### config.mk
export PLATFORM = sky130hd
export DESIGN_NAME = vme_master_interface
export DESIGN_NICKNAME = d
export VERILOG_FILES = /design/src/hdl/vme_master_pkg.sv /design/src/hdl/vme_master_interface.sv
export VERILOG_INCLUDE_DIRS = /design/src /design/src/hdl
export SDC_FILE = /design/constraint.sdc
export NUM_CORES = 1
export LEC_CHECK = 0
export ABC_AREA = 1
export BUFFER_PORTS_ARGS = -buffer_cell sky130_fd_sc_hd__buf_2
export CAP_MARGIN = 20
export CORE_AREA = 4 4 325 327
export CTS_BUF_LIST = sky130_fd_sc_hd__clkbuf_16
export CTS_CLUSTER_DIAMETER = 40
export DETAILED_ROUTE_END_ITERATION = 10
export DIE_AREA = 0 0 329 331
export PLACE_DENSITY = 0.5
export REMOVE_ABC_BUFFERS = 1
export SYNTH_ARGS = -nofsm -noshare
export SYNTH_HDL_FRONTEND = slang
export SYNTH_SLANG_ARGS = --single-unit
### constraint.sdc
create_clock -name mclk_i -period 7.7 [get_ports mclk_i]
set_clock_uncertainty 0.15 [all_clocks]
set_input_delay 0.77 -clock mclk_i [delete_from_list [all_inputs] [get_ports mclk_i]]
set_output_delay 0.77 -clock mclk_i [all_outputs]
set_load 0.1 [all_outputs]
### src/hdl/vme_master_map.svh
// Constants of the VMEbus master interface: modifier codes, limits, reset values.
// Assumes inclusion by bare name from the design files.
`ifndef VME_MASTER_MAP_SVH
`define VME_MASTER_MAP_SVH
`define AM_A24_BASE 6'h38
`define AM_A32_BASE 6'h08
`define AM_SPACE_MASK 6'h38
`define AM_SUP_OFS 6'h04
`define AM_T_MBLT 6'h00
`define AM_T_DATA 6'h01
`define AM_T_PROG 6'h02
`define AM_T_BLT 6'h03
`define AM_A16_SUP 6'h2D
`define AM_A16_NP 6'h29
`define AM_CRCSR 6'h2F
`define AM_LCK_A16 6'h2C
`define AM_LCK_A24 6'h32
`define AM_LCK_A32 6'h05
`define UAM_RST 6'h10
`define UAM_HI_MASK 6'h30
`define UAM_HI 6'h10
`define BLT_MAX 12'h100
`define MBLT_MAX 12'h800
`define LVL_DEF 2'h3
`define PACK_LO_BE 8'h0F
`define PACK_HI_BE 8'hF0
`endif

### src/hdl/vme_master_pkg.sv
// Types shared by the VMEbus master interface.
// Assumes nothing of its surroundings.
package vme_master_pkg;
    typedef enum logic [1:0] {SP_A16, SP_A24, SP_A32, SP_CR} space_t;
    typedef enum logic [1:0] {W8, W16, W32, W64} width_t;
    typedef enum logic [1:0] {OWN_TGT, OWN_DMA, OWN_IRQ, OWN_LOCK} own_t;
    typedef enum logic [2:0] {
        ST_IDLE = 3'h0,
        ST_REQ  = 3'h1,
        ST_ADDR = 3'h3,
        ST_DATA = 3'h2,
        ST_GAP  = 3'h6,
        ST_PACK = 3'h4
    } fsm_t;
    typedef struct packed {
        logic [31:0] addr;
        logic [63:0] data;
        logic [7:0]  be;
        space_t      space;
        logic        sup;
        logic        prog;
        logic        blk;
        logic        mblt;
        width_t      max_vme_data_width;
        logic        pci64;
        logic        write;
        logic        posted;
        logic        more;
        logic        iack;
        logic [1:0]  user;
    } req_t;
    typedef struct packed {
        logic       valid;
        logic       multi;
        logic       iack;
        logic [5:0] am;
    } err_t;
    typedef struct packed {
        fsm_t            st;
        own_t            own;
        logic            rr;
        logic            pk;
        logic            tk;
        req_t            cur;
        logic [7:0]      rem;
        logic [7:0]      chk;
        logic [63:0]     acc;
        logic [11:0]     ten;
        logic [11:0]     blk;
        logic            bbsy;
        logic            breq;
        logic [1:0]      lvl;
        logic            as;
        logic [7:0]      ds;
        logic            wr;
        logic            iack;
        logic [5:0]      am;
        logic [31:0]     addr;
        logic [63:0]     dout;
        logic            done;
        logic [3:0]      take;
        logic            abort;
        logic            purge;
        logic [63:0]     rdata;
        logic            irqv;
        logic            irqp;
        logic [1:0][5:0] uc;
        err_t            elog;
        logic [31:0]     eaddr;
    } regs_t;
endpackage

### src/hdl/vme_master_interface.sv
// VMEbus master interface: turns channel beats into VMEbus cycles.
// Assumes one clock, channels hold a beat until take_o, bus grant from requester.
`timescale 1ns/1ps
`default_nettype none
`include "vme_master_map.svh"
// Behaviour
// - Master only after arbitration and bus grant
// - Address space and type from image
// - Overlap next address except on MBLT
// - A24 modifier codes 0x3F..0x38
// - A32 modifier codes 0xF..0x8
// - Lock cycles only from special generator
// - Two user codes 0x10..0x1F, reset 0x10
// - Split wide beat; block when enabled
// - Unpack writes, pack reads to PCI width
// - Equal width full beat: one cycle
// - No packing narrower, except 32-to-64 write bursts
// - Only aligned cycles, ordered by enables
// - Block cycles per image, length follows PCI
// - Posted tenure count minimum, hold bit extends
// - DMA blocks 256/2K, limited by tenure
// - Only DTACK or BERR end cycles
// - Coupled BERR: target abort, no log
// - Posted/IACK BERR: log code, purge
// - Multiple error flag, valid flag, address
// - Posted BERR interrupts per two enables
// - DTACK means cycle completed
// - Interrupt channel first, then lock, target and DMA fair
// - One request level, default level 3
module vme_master_interface
    import vme_master_pkg::*;
(
    input  wire logic        mclk_i,
    input  wire logic        rst_i,
    input  wire logic        tgt_valid_i,
    input  wire req_t        tgt_req_i,
    input  wire logic        dma_valid_i,
    input  wire req_t        dma_req_i,
    input  wire logic        irq_valid_i,
    input  wire req_t        irq_req_i,
    input  wire logic        lock_valid_i,
    input  wire req_t        lock_req_i,
    output logic [3:0]       take_o,
    output logic             done_o,
    output logic [63:0]      rdata_o,
    output logic             abort_o,
    output logic             purge_o,
    input  wire logic [1:0]  req_level_i,
    input  wire logic        bus_grant_i,
    output logic             bus_req_o,
    output logic [1:0]       bus_level_o,
    output logic             bus_busy_o,
    input  wire logic [11:0] posted_tenure_byte_count_i,
    input  wire logic        sw_bus_hold_bit_i,
    input  wire logic [11:0] dma_tenure_counter_i,
    output logic             as_o,
    output logic [7:0]       ds_o,
    output logic             write_o,
    output logic             iack_o,
    output logic [5:0]       am_o,
    output logic [31:0]      addr_o,
    output logic [63:0]      dout_o,
    input  wire logic        dtack_i,
    input  wire logic        berr_i,
    input  wire logic [63:0] din_i,
    input  wire logic [1:0]  user_modifier_codes_we_i,
    input  wire logic [5:0]  user_modifier_codes_wdata_i,
    output logic [1:0][5:0]  user_modifier_codes_o,
    input  wire logic        err_clear_i,
    output err_t             vme_error_modifier_log_o,
    output logic [31:0]      vme_error_address_log_o,
    input  wire logic        vme_side_error_irq_enable_i,
    input  wire logic        pci_side_error_irq_enable_i,
    output logic             irq_vme_o,
    output logic             irq_pci_o
);
    regs_t       q;
    regs_t       d;
    req_t [3:0]  rq;
    logic [3:0]  avail;
    own_t        pick;
    logic        pick_ok;
    logic        keep;
    own_t        o;
    req_t        nr;
    logic        have;
    logic        pack_ok;
    width_t      ew;
    logic [7:0]  c;
    logic [3:0]  n;
    logic [11:0] lim;

    function automatic logic [3:0] wb_f(input width_t w);
        return 4'(1 << w);
    endfunction

    function automatic logic [2:0] lo_f(input logic [7:0] m);
        logic [2:0] r;
        r = '0;
        for (int i = 7; i >= 0; i--) begin
            if (m[i]) r = 3'(i);
        end
        return r;
    endfunction

    function automatic logic [3:0] cnt_f(input logic [7:0] m);
        logic [3:0] r;
        r = '0;
        for (int i = 0; i < 8; i++) r = r + 4'(m[i]);
        return r;
    endfunction

    // Largest aligned, fully enabled piece at the lowest enabled lane
    function automatic logic [7:0] chunk_f(input logic [7:0] be, input logic [3:0] mx);
        logic [7:0] m;
        logic [7:0] k;
        logic [2:0] i;
        int         s;
        m = '0;
        i = lo_f(be);
        for (int j = 0; j < 4; j++) begin
            s = 1 << j;
            k = 8'(((9'(1) << s) - 9'(1)) << i);
            if (s <= int'(mx) && (int'(i) % s) == 0 && (be & k) == k && be != '0) m = k;
        end
        return m;
    endfunction

    function automatic logic [63:0] lanes_f(input logic [7:0] m);
        logic [63:0] r;
        r = '0;
        for (int i = 0; i < 8; i++) r[i*8 +: 8] = {8{m[i]}};
        return r;
    endfunction

    function automatic logic [5:0] am_f(input req_t r, input logic [1:0][5:0] uc,
                                        input logic lk);
        logic [5:0] t;
        logic [5:0] a;
        t = r.blk ? (r.mblt ? `AM_T_MBLT : `AM_T_BLT) : (r.prog ? `AM_T_PROG : `AM_T_DATA);
        if (r.sup) t = t + `AM_SUP_OFS;
        case (r.space)
            SP_A16: a = lk ? `AM_LCK_A16 : (r.sup ? `AM_A16_SUP : `AM_A16_NP);
            SP_A24: a = lk ? `AM_LCK_A24 : `AM_A24_BASE + t;
            SP_A32: a = lk ? `AM_LCK_A32 : `AM_A32_BASE + t;
            default: a = `AM_CRCSR;
        endcase
        if (r.user != '0 && !lk) a = uc[r.user[1]];
        return a;
    endfunction

    assign rq    = {lock_req_i, irq_req_i, dma_req_i, tgt_req_i};
    assign avail = {lock_valid_i, irq_valid_i, dma_valid_i, tgt_valid_i} & ~q.take;

    always_comb begin
        pick    = OWN_TGT;
        pick_ok = 1'b1;
        if (avail[OWN_IRQ]) pick = OWN_IRQ;
        else if (avail[OWN_LOCK]) pick = OWN_LOCK;
        else if (avail[OWN_TGT] && avail[OWN_DMA]) pick = q.rr ? OWN_DMA : OWN_TGT;
        else if (avail[OWN_TGT]) pick = OWN_TGT;
        else if (avail[OWN_DMA] && !sw_bus_hold_bit_i) pick = OWN_DMA;
        else pick_ok = 1'b0;
        case (q.own)
            OWN_TGT: keep = q.ten < posted_tenure_byte_count_i || sw_bus_hold_bit_i;
            OWN_DMA: keep = q.ten < dma_tenure_counter_i;
            default: keep = 1'b0;
        endcase
        keep    = keep && q.bbsy && avail[q.own];
        o       = keep ? q.own : pick;
        nr      = rq[o];
        have    = q.bbsy && (o == q.own || sw_bus_hold_bit_i);
        pack_ok = !nr.pci64 && nr.max_vme_data_width == W64 && nr.more && nr.write
                  && nr.be == `PACK_LO_BE;
        ew      = q.cur.max_vme_data_width;
        if (!q.cur.pci64 && ew == W64 && !q.pk) ew = W32;
        c       = chunk_f(q.rem, wb_f(ew));
        n       = cnt_f(q.chk);
        lim     = q.cur.mblt ? `MBLT_MAX : `BLT_MAX;
    end

    always_comb begin
        d       = q;
        d.done  = 1'b0;
        d.take  = '0;
        d.abort = 1'b0;
        d.purge = 1'b0;
        d.irqv  = 1'b0;
        d.irqp  = 1'b0;
        d.lvl   = req_level_i;
        for (int k = 0; k < 2; k++) begin
            if (user_modifier_codes_we_i[k] && (user_modifier_codes_wdata_i & `UAM_HI_MASK) == `UAM_HI)
                d.uc[k] = user_modifier_codes_wdata_i;
        end
        if (err_clear_i) d.elog = '0;
        case (q.st)
            ST_IDLE: begin
                if (keep || pick_ok) begin
                    d.own = o;
                    d.cur = nr;
                    d.rem = nr.be;
                    d.acc = '0;
                    d.pk  = 1'b0;
                    d.tk  = 1'b0;
                    d.rr  = (o == OWN_TGT);
                    if (o != q.own || !q.bbsy) d.ten = '0;
                    if (!(q.as && o == q.own && nr.blk)) begin
                        d.as  = 1'b0;
                        d.blk = '0;
                    end
                    d.bbsy = have;
                    if (pack_ok) begin
                        d.take = 4'(1) << o;
                        d.tk   = 1'b1;
                        d.st   = ST_PACK;
                    end else begin
                        d.breq = !have;
                        d.st   = have ? ST_ADDR : ST_REQ;
                    end
                end else begin
                    d.as   = 1'b0;
                    d.bbsy = q.bbsy && sw_bus_hold_bit_i;
                end
            end
            ST_PACK: begin
                if (avail[q.own]) begin
                    if (rq[q.own].addr[31:3] == q.cur.addr[31:3]
                        && rq[q.own].be == `PACK_HI_BE) begin
                        d.cur.data[63:32] = rq[q.own].data[63:32];
                        d.cur.more        = rq[q.own].more;
                        d.rem             = q.rem | rq[q.own].be;
                        d.pk              = 1'b1;
                    end
                    d.breq = !q.bbsy;
                    d.st   = q.bbsy ? ST_ADDR : ST_REQ;
                end
            end
            ST_REQ: begin
                d.breq = 1'b1;
                if (bus_grant_i) begin
                    d.breq = 1'b0;
                    d.bbsy = 1'b1;
                    d.st   = ST_ADDR;
                end
            end
            ST_ADDR: begin
                d.chk  = c;
                d.addr = {q.cur.addr[31:3], lo_f(c)};
                d.am   = am_f(q.cur, q.uc, q.own == OWN_LOCK);
                d.as   = 1'b1;
                d.wr   = q.cur.write && q.own != OWN_LOCK;
                d.iack = q.cur.iack;
                d.dout = q.cur.data;
                d.ds   = (q.own == OWN_LOCK) ? '0 : c;
                d.st   = ST_DATA;
            end
            ST_DATA: begin
                if (berr_i) begin
                    d.ds    = '0;
                    d.as    = 1'b0;
                    d.rem   = '0;
                    d.blk   = '0;
                    d.done  = 1'b1;
                    d.take  = (q.tk && !q.pk) ? 4'h0 : 4'(1) << q.own;
                    d.rdata = q.acc;
                    d.st    = ST_IDLE;
                    if (q.own == OWN_DMA && !sw_bus_hold_bit_i) d.bbsy = 1'b0;
                    if (q.own == OWN_TGT && !q.cur.posted && !q.cur.iack)
                        d.abort = 1'b1;
                    else if ((q.cur.posted && q.cur.write) || q.cur.iack) begin
                        d.purge = 1'b1;
                        if (q.elog.valid && !err_clear_i) d.elog.multi = 1'b1;
                        else begin
                            d.elog.valid = 1'b1;
                            d.elog.am    = q.am;
                            d.elog.iack  = q.iack;
                            d.eaddr      = q.addr;
                        end
                        d.irqv = q.cur.posted && vme_side_error_irq_enable_i;
                        d.irqp = q.cur.posted && pci_side_error_irq_enable_i;
                    end
                end else if (dtack_i) begin
                    d.ds  = '0;
                    d.acc = q.acc | (din_i & lanes_f(q.chk));
                    d.rem = q.rem & ~q.chk;
                    d.ten = 12'(q.ten + 12'(n));
                    d.blk = 12'(q.blk + 12'(n));
                    if (d.rem != '0) begin
                        if (q.cur.blk && q.cur.mblt) begin
                            d.as = 1'b0;
                            d.st = ST_GAP;
                        end else begin
                            d.as   = q.cur.blk;
                            d.addr = {q.cur.addr[31:3], lo_f(chunk_f(d.rem, wb_f(ew)))};
                            d.st   = ST_ADDR;
                        end
                    end else begin
                        d.done  = 1'b1;
                        d.take  = (q.tk && !q.pk) ? 4'h0 : 4'(1) << q.own;
                        d.rdata = d.acc;
                        if (!(q.cur.blk && q.cur.more && d.blk < lim)) begin
                            d.as  = 1'b0;
                            d.blk = '0;
                        end
                        d.st = ST_IDLE;
                    end
                end
            end
            ST_GAP: d.st = ST_ADDR;
            default: d.st = ST_IDLE;
        endcase
        if (rst_i) begin
            d       = '0;
            d.lvl   = `LVL_DEF;
            d.uc[0] = `UAM_RST;
            d.uc[1] = `UAM_RST;
        end
    end

    always_ff @(posedge mclk_i) begin
        q <= d;
    end

    assign take_o                   = q.take;
    assign done_o                   = q.done;
    assign rdata_o                  = q.rdata;
    assign abort_o                  = q.abort;
    assign purge_o                  = q.purge;
    assign bus_req_o                = q.breq;
    assign bus_level_o              = q.lvl;
    assign bus_busy_o               = q.bbsy;
    assign as_o                     = q.as;
    assign ds_o                     = q.ds;
    assign write_o                  = q.wr;
    assign iack_o                   = q.iack;
    assign am_o                     = q.am;
    assign addr_o                   = q.addr;
    assign dout_o                   = q.dout;
    assign user_modifier_codes_o    = q.uc;
    assign vme_error_modifier_log_o = q.elog;
    assign vme_error_address_log_o  = q.eaddr;
    assign irq_vme_o                = q.irqv;
    assign irq_pci_o                = q.irqp;
endmodule // vme_master_interface
`default_nettype wire

* Word level (Yosys, flattened, before mapping)
Cells that the tools add are included.
Storage, ports and cells: flip-flop bits (word level) 474, input port bits 587
Operators by class: reductions and logical operators 106, shift operators 11, eq/ne operators 43, add/subtract/negate cells 12, muxes and demuxes 163, bitwise operators 20, $lt $le $gt $ge 10
Operators by type and width (number):
- $bmux W119 S2 | 2
- $mux W119 | 2
- $logic_not A32 Y1 | 6
- $mux W32 | 6
- $mux W64 | 3
- $mux W88 | 2
- $pmux W88 S2 | 1
- $mux W41 | 4
- $mux W8 | 18
- $mux W3 | 46
- $mux W135 | 1
- $pmux W32 S2 | 2
- $mux W76 | 1
- $and A8 B8 Y8 | 9
- $mux W12 | 6
- $and A64 B64 Y64 | 1
- $eq A8 B8 Y1 | 8
- $or A64 B64 Y64 | 1
- $logic_and A1 B1 Y1 | 52
- $mux W39 | 1
- $lt A12 B12 Y1 | 3
- $mux W6 | 6
- $mux W1 | 30
- $ne A2 B2 Y1 const B | 15
- other kinds (63) | 139

* Logic depth before layout (Yosys ltp)
depth after elaboration 42, mapped depth 31, mapped depth without buffers 31

* Worst setup path after synthesis
OpenSTA, ideal clock, no wires.
kind register -> register, start reg q[331] (netlist bit), end reg q[250] (netlist bit), cell stages (with the launch flop) 29, buffers on the path 2, library setup time 0.070 ns, data required time 7.480 ns, setup slack 2.175 ns, data arrival time 5.304 ns, path through dfxtp_1 -> buf_2 -> inv_1 -> fa_1 -> fa_1 -> fa_1 -> inv_1 -> ha_1 -> fa_1 -> xor2_1 -> ha_1 -> a21oi_1 -> nand2_1 -> nand2_1 -> a21oi_1 -> nand2_1 -> nor2_1 -> nand2_1 -> nor3b_1 -> xnor2_1 -> inv_1 -> ha_1 -> o21ai_0 -> nand2_1 -> nand2_1 -> clkbuf_1 -> o211a_1 -> nand3_1 -> a21oi_1
On the way: word-level cells in the longest chain between the ends 15, elaborated cells between the ends (all ways) 18
RTL lines:
- start, declared | RTL line vme_master_interface.sv:77 | regs_t q;
- start signal, assigned | RTL line vme_master_interface.sv:321 | q <= d;
- $add A1 B1 Y2 | RTL line vme_master_interface.sv:109 | for (int i = 0; i < 8; i++) r = r + 4'(m[i]);
- $add A2 B1 Y3 | RTL line vme_master_interface.sv:109
- $add A3 B1 Y4 | RTL line vme_master_interface.sv:109
- $add A4 B1 Y4 (4 in series) | RTL line vme_master_interface.sv:109
- $add A12 B4 Y12 | RTL line vme_master_interface.sv:287 | d.blk = 12'(q.blk + 12'(n));
- $lt A12 B12 Y1 | RTL line vme_master_interface.sv:301 | if (!(q.cur.blk && q.cur.more && d.blk < lim)) begin
- $logic_and A1 B1 Y1 | RTL line vme_master_interface.sv:301
- $mux W12 | RTL line vme_master_interface.sv:301
- $mux W12 * | RTL line vme_master_interface.sv:288 | if (d.rem != '0) begin
- $mux W88 * | RTL line vme_master_interface.sv:282 | end else if (dtack_i) begin
- $mux W12 * | RTL line vme_master_interface.sv:258 | if (berr_i) begin
- $pmux W88 S2 * | RTL line vme_master_interface.sv:196 | case (q.st)
Every way passes the cells marked *; elsewhere a longest branch is shown, timed or not. The select of a mux whose other input is x is not followed. A chain may end at the register's enable or synchronous reset.

* Worst setup path in the final report
start reg q[336] (netlist bit), end reg q[246] (netlist bit)
On the way: word-level cells in the longest chain between the ends 11, elaborated cells between the ends (all ways) 14
RTL lines (RTL line):
- $add A4 B1 Y4 (3 in series) | vme_master_interface.sv:109
- $add A12 B4 Y12 | vme_master_interface.sv:287
- $lt A12 B12 Y1 | vme_master_interface.sv:301
- $logic_and A1 B1 Y1 | vme_master_interface.sv:301
- $mux W12 | vme_master_interface.sv:301
- $mux W12 * | vme_master_interface.sv:288
- $mux W88 * | vme_master_interface.sv:282
- $mux W12 * | vme_master_interface.sv:258
- $pmux W88 S2 * | vme_master_interface.sv:196
Marked as above.

==> run_results.csv <==
group,metric,value,unit
status,status,"completed",
cells_and_area,synthToLayoutAreaGrowth,25.8,%
flow_run,cap_violations,0,
global_route,first_global_vias,27200,
sta,max_freq,0.162,GHz
global_route,grt_max_degree,155,
synth,yosysSeqAreaShare,0.348,
sta,finalSetupViolations,0,
critical_path,cp.required,8.12,ns
synth,syn_avg_cell_area,7.01,sq um
sta,rsz0062_at_grt,"no",
synth,synth_edf_count,0,
sta,fin_crit,6.17,ns
floorplan,initial_core_util,0.259,
critical_path,cp-end-kind,"register",
power_and_ir_drop,leakage,15.2,nW
power_and_ir_drop,power,15.0,mW
global_route,grt_usage,0.232,
detailed_routing,drt-total-wl,133,mm
cts,cts_resized,0,
critical_path,crit_arrival,6.59,ns
sta,tightest_slew,1.07,ns
synth,ys_async_sr_fraction,0,
cts,hold_buffers,0,
cts,clk_path_buf_depth,3,
synth,synthFlopType,"dfxtp_1",
placed_design,dp_cells,5554,
cts,htreeDepth,3,
cts,clkSlewWorstSetupHoldPaths,0.05,ns
detailed_routing,first_pass_iters,6,
sta,setup_tns,0,ns
detailed_routing,wl_per_cell,23.0,microns
sta,maxSlewHeadroom,0.288,
synth,ys_ff_latch,463,
synth,syn_area,26600,sq um
detailed_routing,drt_iter0_markers,2016,
critical_path,path_max_fanout,17,
placed_design,place.port_buffers,817,
cts,cts.sinks,463,
synth,syn-instance-count,3795,
sta,hold_viol_final,0,
cts,cts_buffers,94,
critical_path,setup.worst_path.class,"reg -> reg",
power_and_ir_drop,powerDensity,449,nW/um^2
global_route,grt_pass1_wl,188,mm
placed_design,dpl.hpwl,97.9,mm
floorplan,row_count,118,
synth,yosysWarnings,0,
floorplan,die_y,331,microns
floorplan,core,103000,sq um
min_path,hold_path.class,"in -> reg",
placed_design,gp_congestion,0.891,
cells_and_area,drive_above_1_share,0.248,
cts,root_buffer,"clkbuf_16",
cts,clock_latency,0.66,ns
floorplan,die_w,329,microns
critical_path,worst_setup_path_start_kind,"register",
detailed_routing,drc,0,
synth,synth.distinct_cells,54,
cells_and_area,nets,4916,
global_route,antenna_found_initial,61,
cts,cts_tree,"done",
sta,timing.hold.ws,0.139,ns
detailed_routing,vias,28800,
sta,drv_slew,0,
detailed_routing,viasPerCell,4.99,
power_and_ir_drop,ir_drop,0.210,mV
sta,period_share,0.802,
floorplan,die-area,109000,sq um
cts,cts_setup_buffers,0,
global_route,grt.overflow.total,0,
floorplan,ios,830,
cells_and_area,instances_no_fill,5768,
detailed_routing,ant_nets,0,
[stage by stage]
| step | area [sq um] | utilization | setup slack (ns) |
|---|---|---|---|
| 2_1_floorplan | 23800 | - | 0.622 |
| 3_3_place_gp | 30000 | 0.291 | 1.45 |
| 3_5_place_dp | 30000 | 0.291 | 1.47 |
| 4_1_cts | 33400 | 0.324 | 1.44 |
| 5_1_grt | 33400 | 0.325 | 0.908 |
| 6_report | 33500 | 0.325 | 1.53 |
[cells in the final DEF, fill, tap and decap left out, types with 53 or more instances in the layout]
cell type	netlist	routed
buf_2	54	816
nand2_1	555	552
clkbuf_16	0	95
nand3_1	197	197
a21oi_1	256	256
a22oi_1	167	167
o21ai_0	398	398
nor2_1	412	410
ha_1	53	53
dfxtp_1	463	463
a31oi_1	131	131
inv_1	337	340
[routing by layer]
layer,global-route usage,up-vias,routed length [microns]
li1,-,13800,-
met1,0.295,13500,54700
met2,0.370,1202,59800
met5,0,-,172
met3,0.0618,282,12100
met4,0.104,26,6010
[sequential cells by signal (all words and copies together), names as in the netlist, 2 cells and up]
register,flops
am_o,6
vme_error_modifier_log_o,9
take_o,4
bus_level_o,2
dout_o,64
addr_o,32
ds_o,8
q,220
rdata_o,64
user_modifier_codes_o,12
vme_error_address_log_o,32
[synth_stat cells, types with 3 or more instances]
cell       instances  area [sq um]
o31ai_1            3          22.5
nand2_4            5          56.3
nor2_4             7          78.8
ha_1              53           663
o21ai_0          398          1990
nand2_1          555          2080
buf_6              4          45.0
a22o_1            15           131
o22ai_1           31           194
a21oi_1          256          1280
a31oi_1          131           820
nor2_2             6          37.5
inv_2             12          45.0
clkinv_1           5          18.8
inv_1            337          1260
xnor2_1            6          52.6
buf_2             54           270
o211ai_1           6          45.0
o21ai_1            7          35.0
nor3_1            26           130
nand4_1           44           275
fa_1               6           120
xor2_1            28           245
a221oi_1          24           210
nand3b_1          12          90.1
o221ai_1          26           228
o21a_1             4          30.0
nor4_1             5          31.3
a311oi_1          17           149
nor2_1           412          1550
buf_4            240          1800
o2111ai_1         18           158
or2_2              6          37.5
nand2_2           12          75.1
buf_1             12          45.0
a22oi_1          167          1250
nand3_1          197           986
dfxtp_1          463          9270
clkbuf_1         165           619
[area by class of cell]
cell class,count,area [sq um]
sequential,463,9270
timing repair buffer,854,4370
inverter,354,1340
multi-input combinational,2503,13300
antenna,38,95.1
fill,11500,69400
clock buffer,95,2380
clock inverter,81,1020
tap,1380,1730
[where the power goes]
part / switching (mW) / internal (mW) / total, mW
clock: 1.49 / 2.90 / 4.39
sequential: 0.436 / 2.94 / 3.37
combinational: 5.59 / 1.66 / 7.25
total: 7.51 / 7.50 / 15.0
[critical path, stage by stage, from the launching register on]
cell,delay [ns]
dfxtp_1,0.77
inv_1,0.24
fa_1,0.54
fa_1,0.51
inv_1,0.05
ha_1,0.21
fa_1,0.44
xor2_1,0.40
ha_1,0.26
a21oi_1,0.05
nand2_1,0.08
nand2_1,0.07
a21oi_1,0.21
nand2_1,0.09
nor2_1,0.17
nand2_1,0.10
nor3b_1,0.23
xnor2_1,0.15
inv_1,0.07
ha_1,0.27
o21ai_0,0.08
nand2_1,0.10
nand2_1,0.34
o21ai_0,0.16
nor2_1,0.12
nand3_1,0.08
a21oi_1,0.17
[final timing paths]
kind	from	end	slack, ns	cells past startpoint
min reg2reg	q[288]	q[288]	0.30	2
min	err_clear_i	vme_error_modifier_log_o[7]	0.14	2
max reg2reg	q[336]	q[246]	1.53	26
max	q[336]	q[246]	1.53	26
[kinds of logic after synthesis]
group                      share of synthesized area
and+or+nand+nor                                0.207
AOI/OAI and AO/OA                              0.250
buffers and inverters                          0.154
DFF                                            0.348
adders and majority gates                     0.0294
xor gates and xnor gates                      0.0112
(Power assumes the default switching activity.)
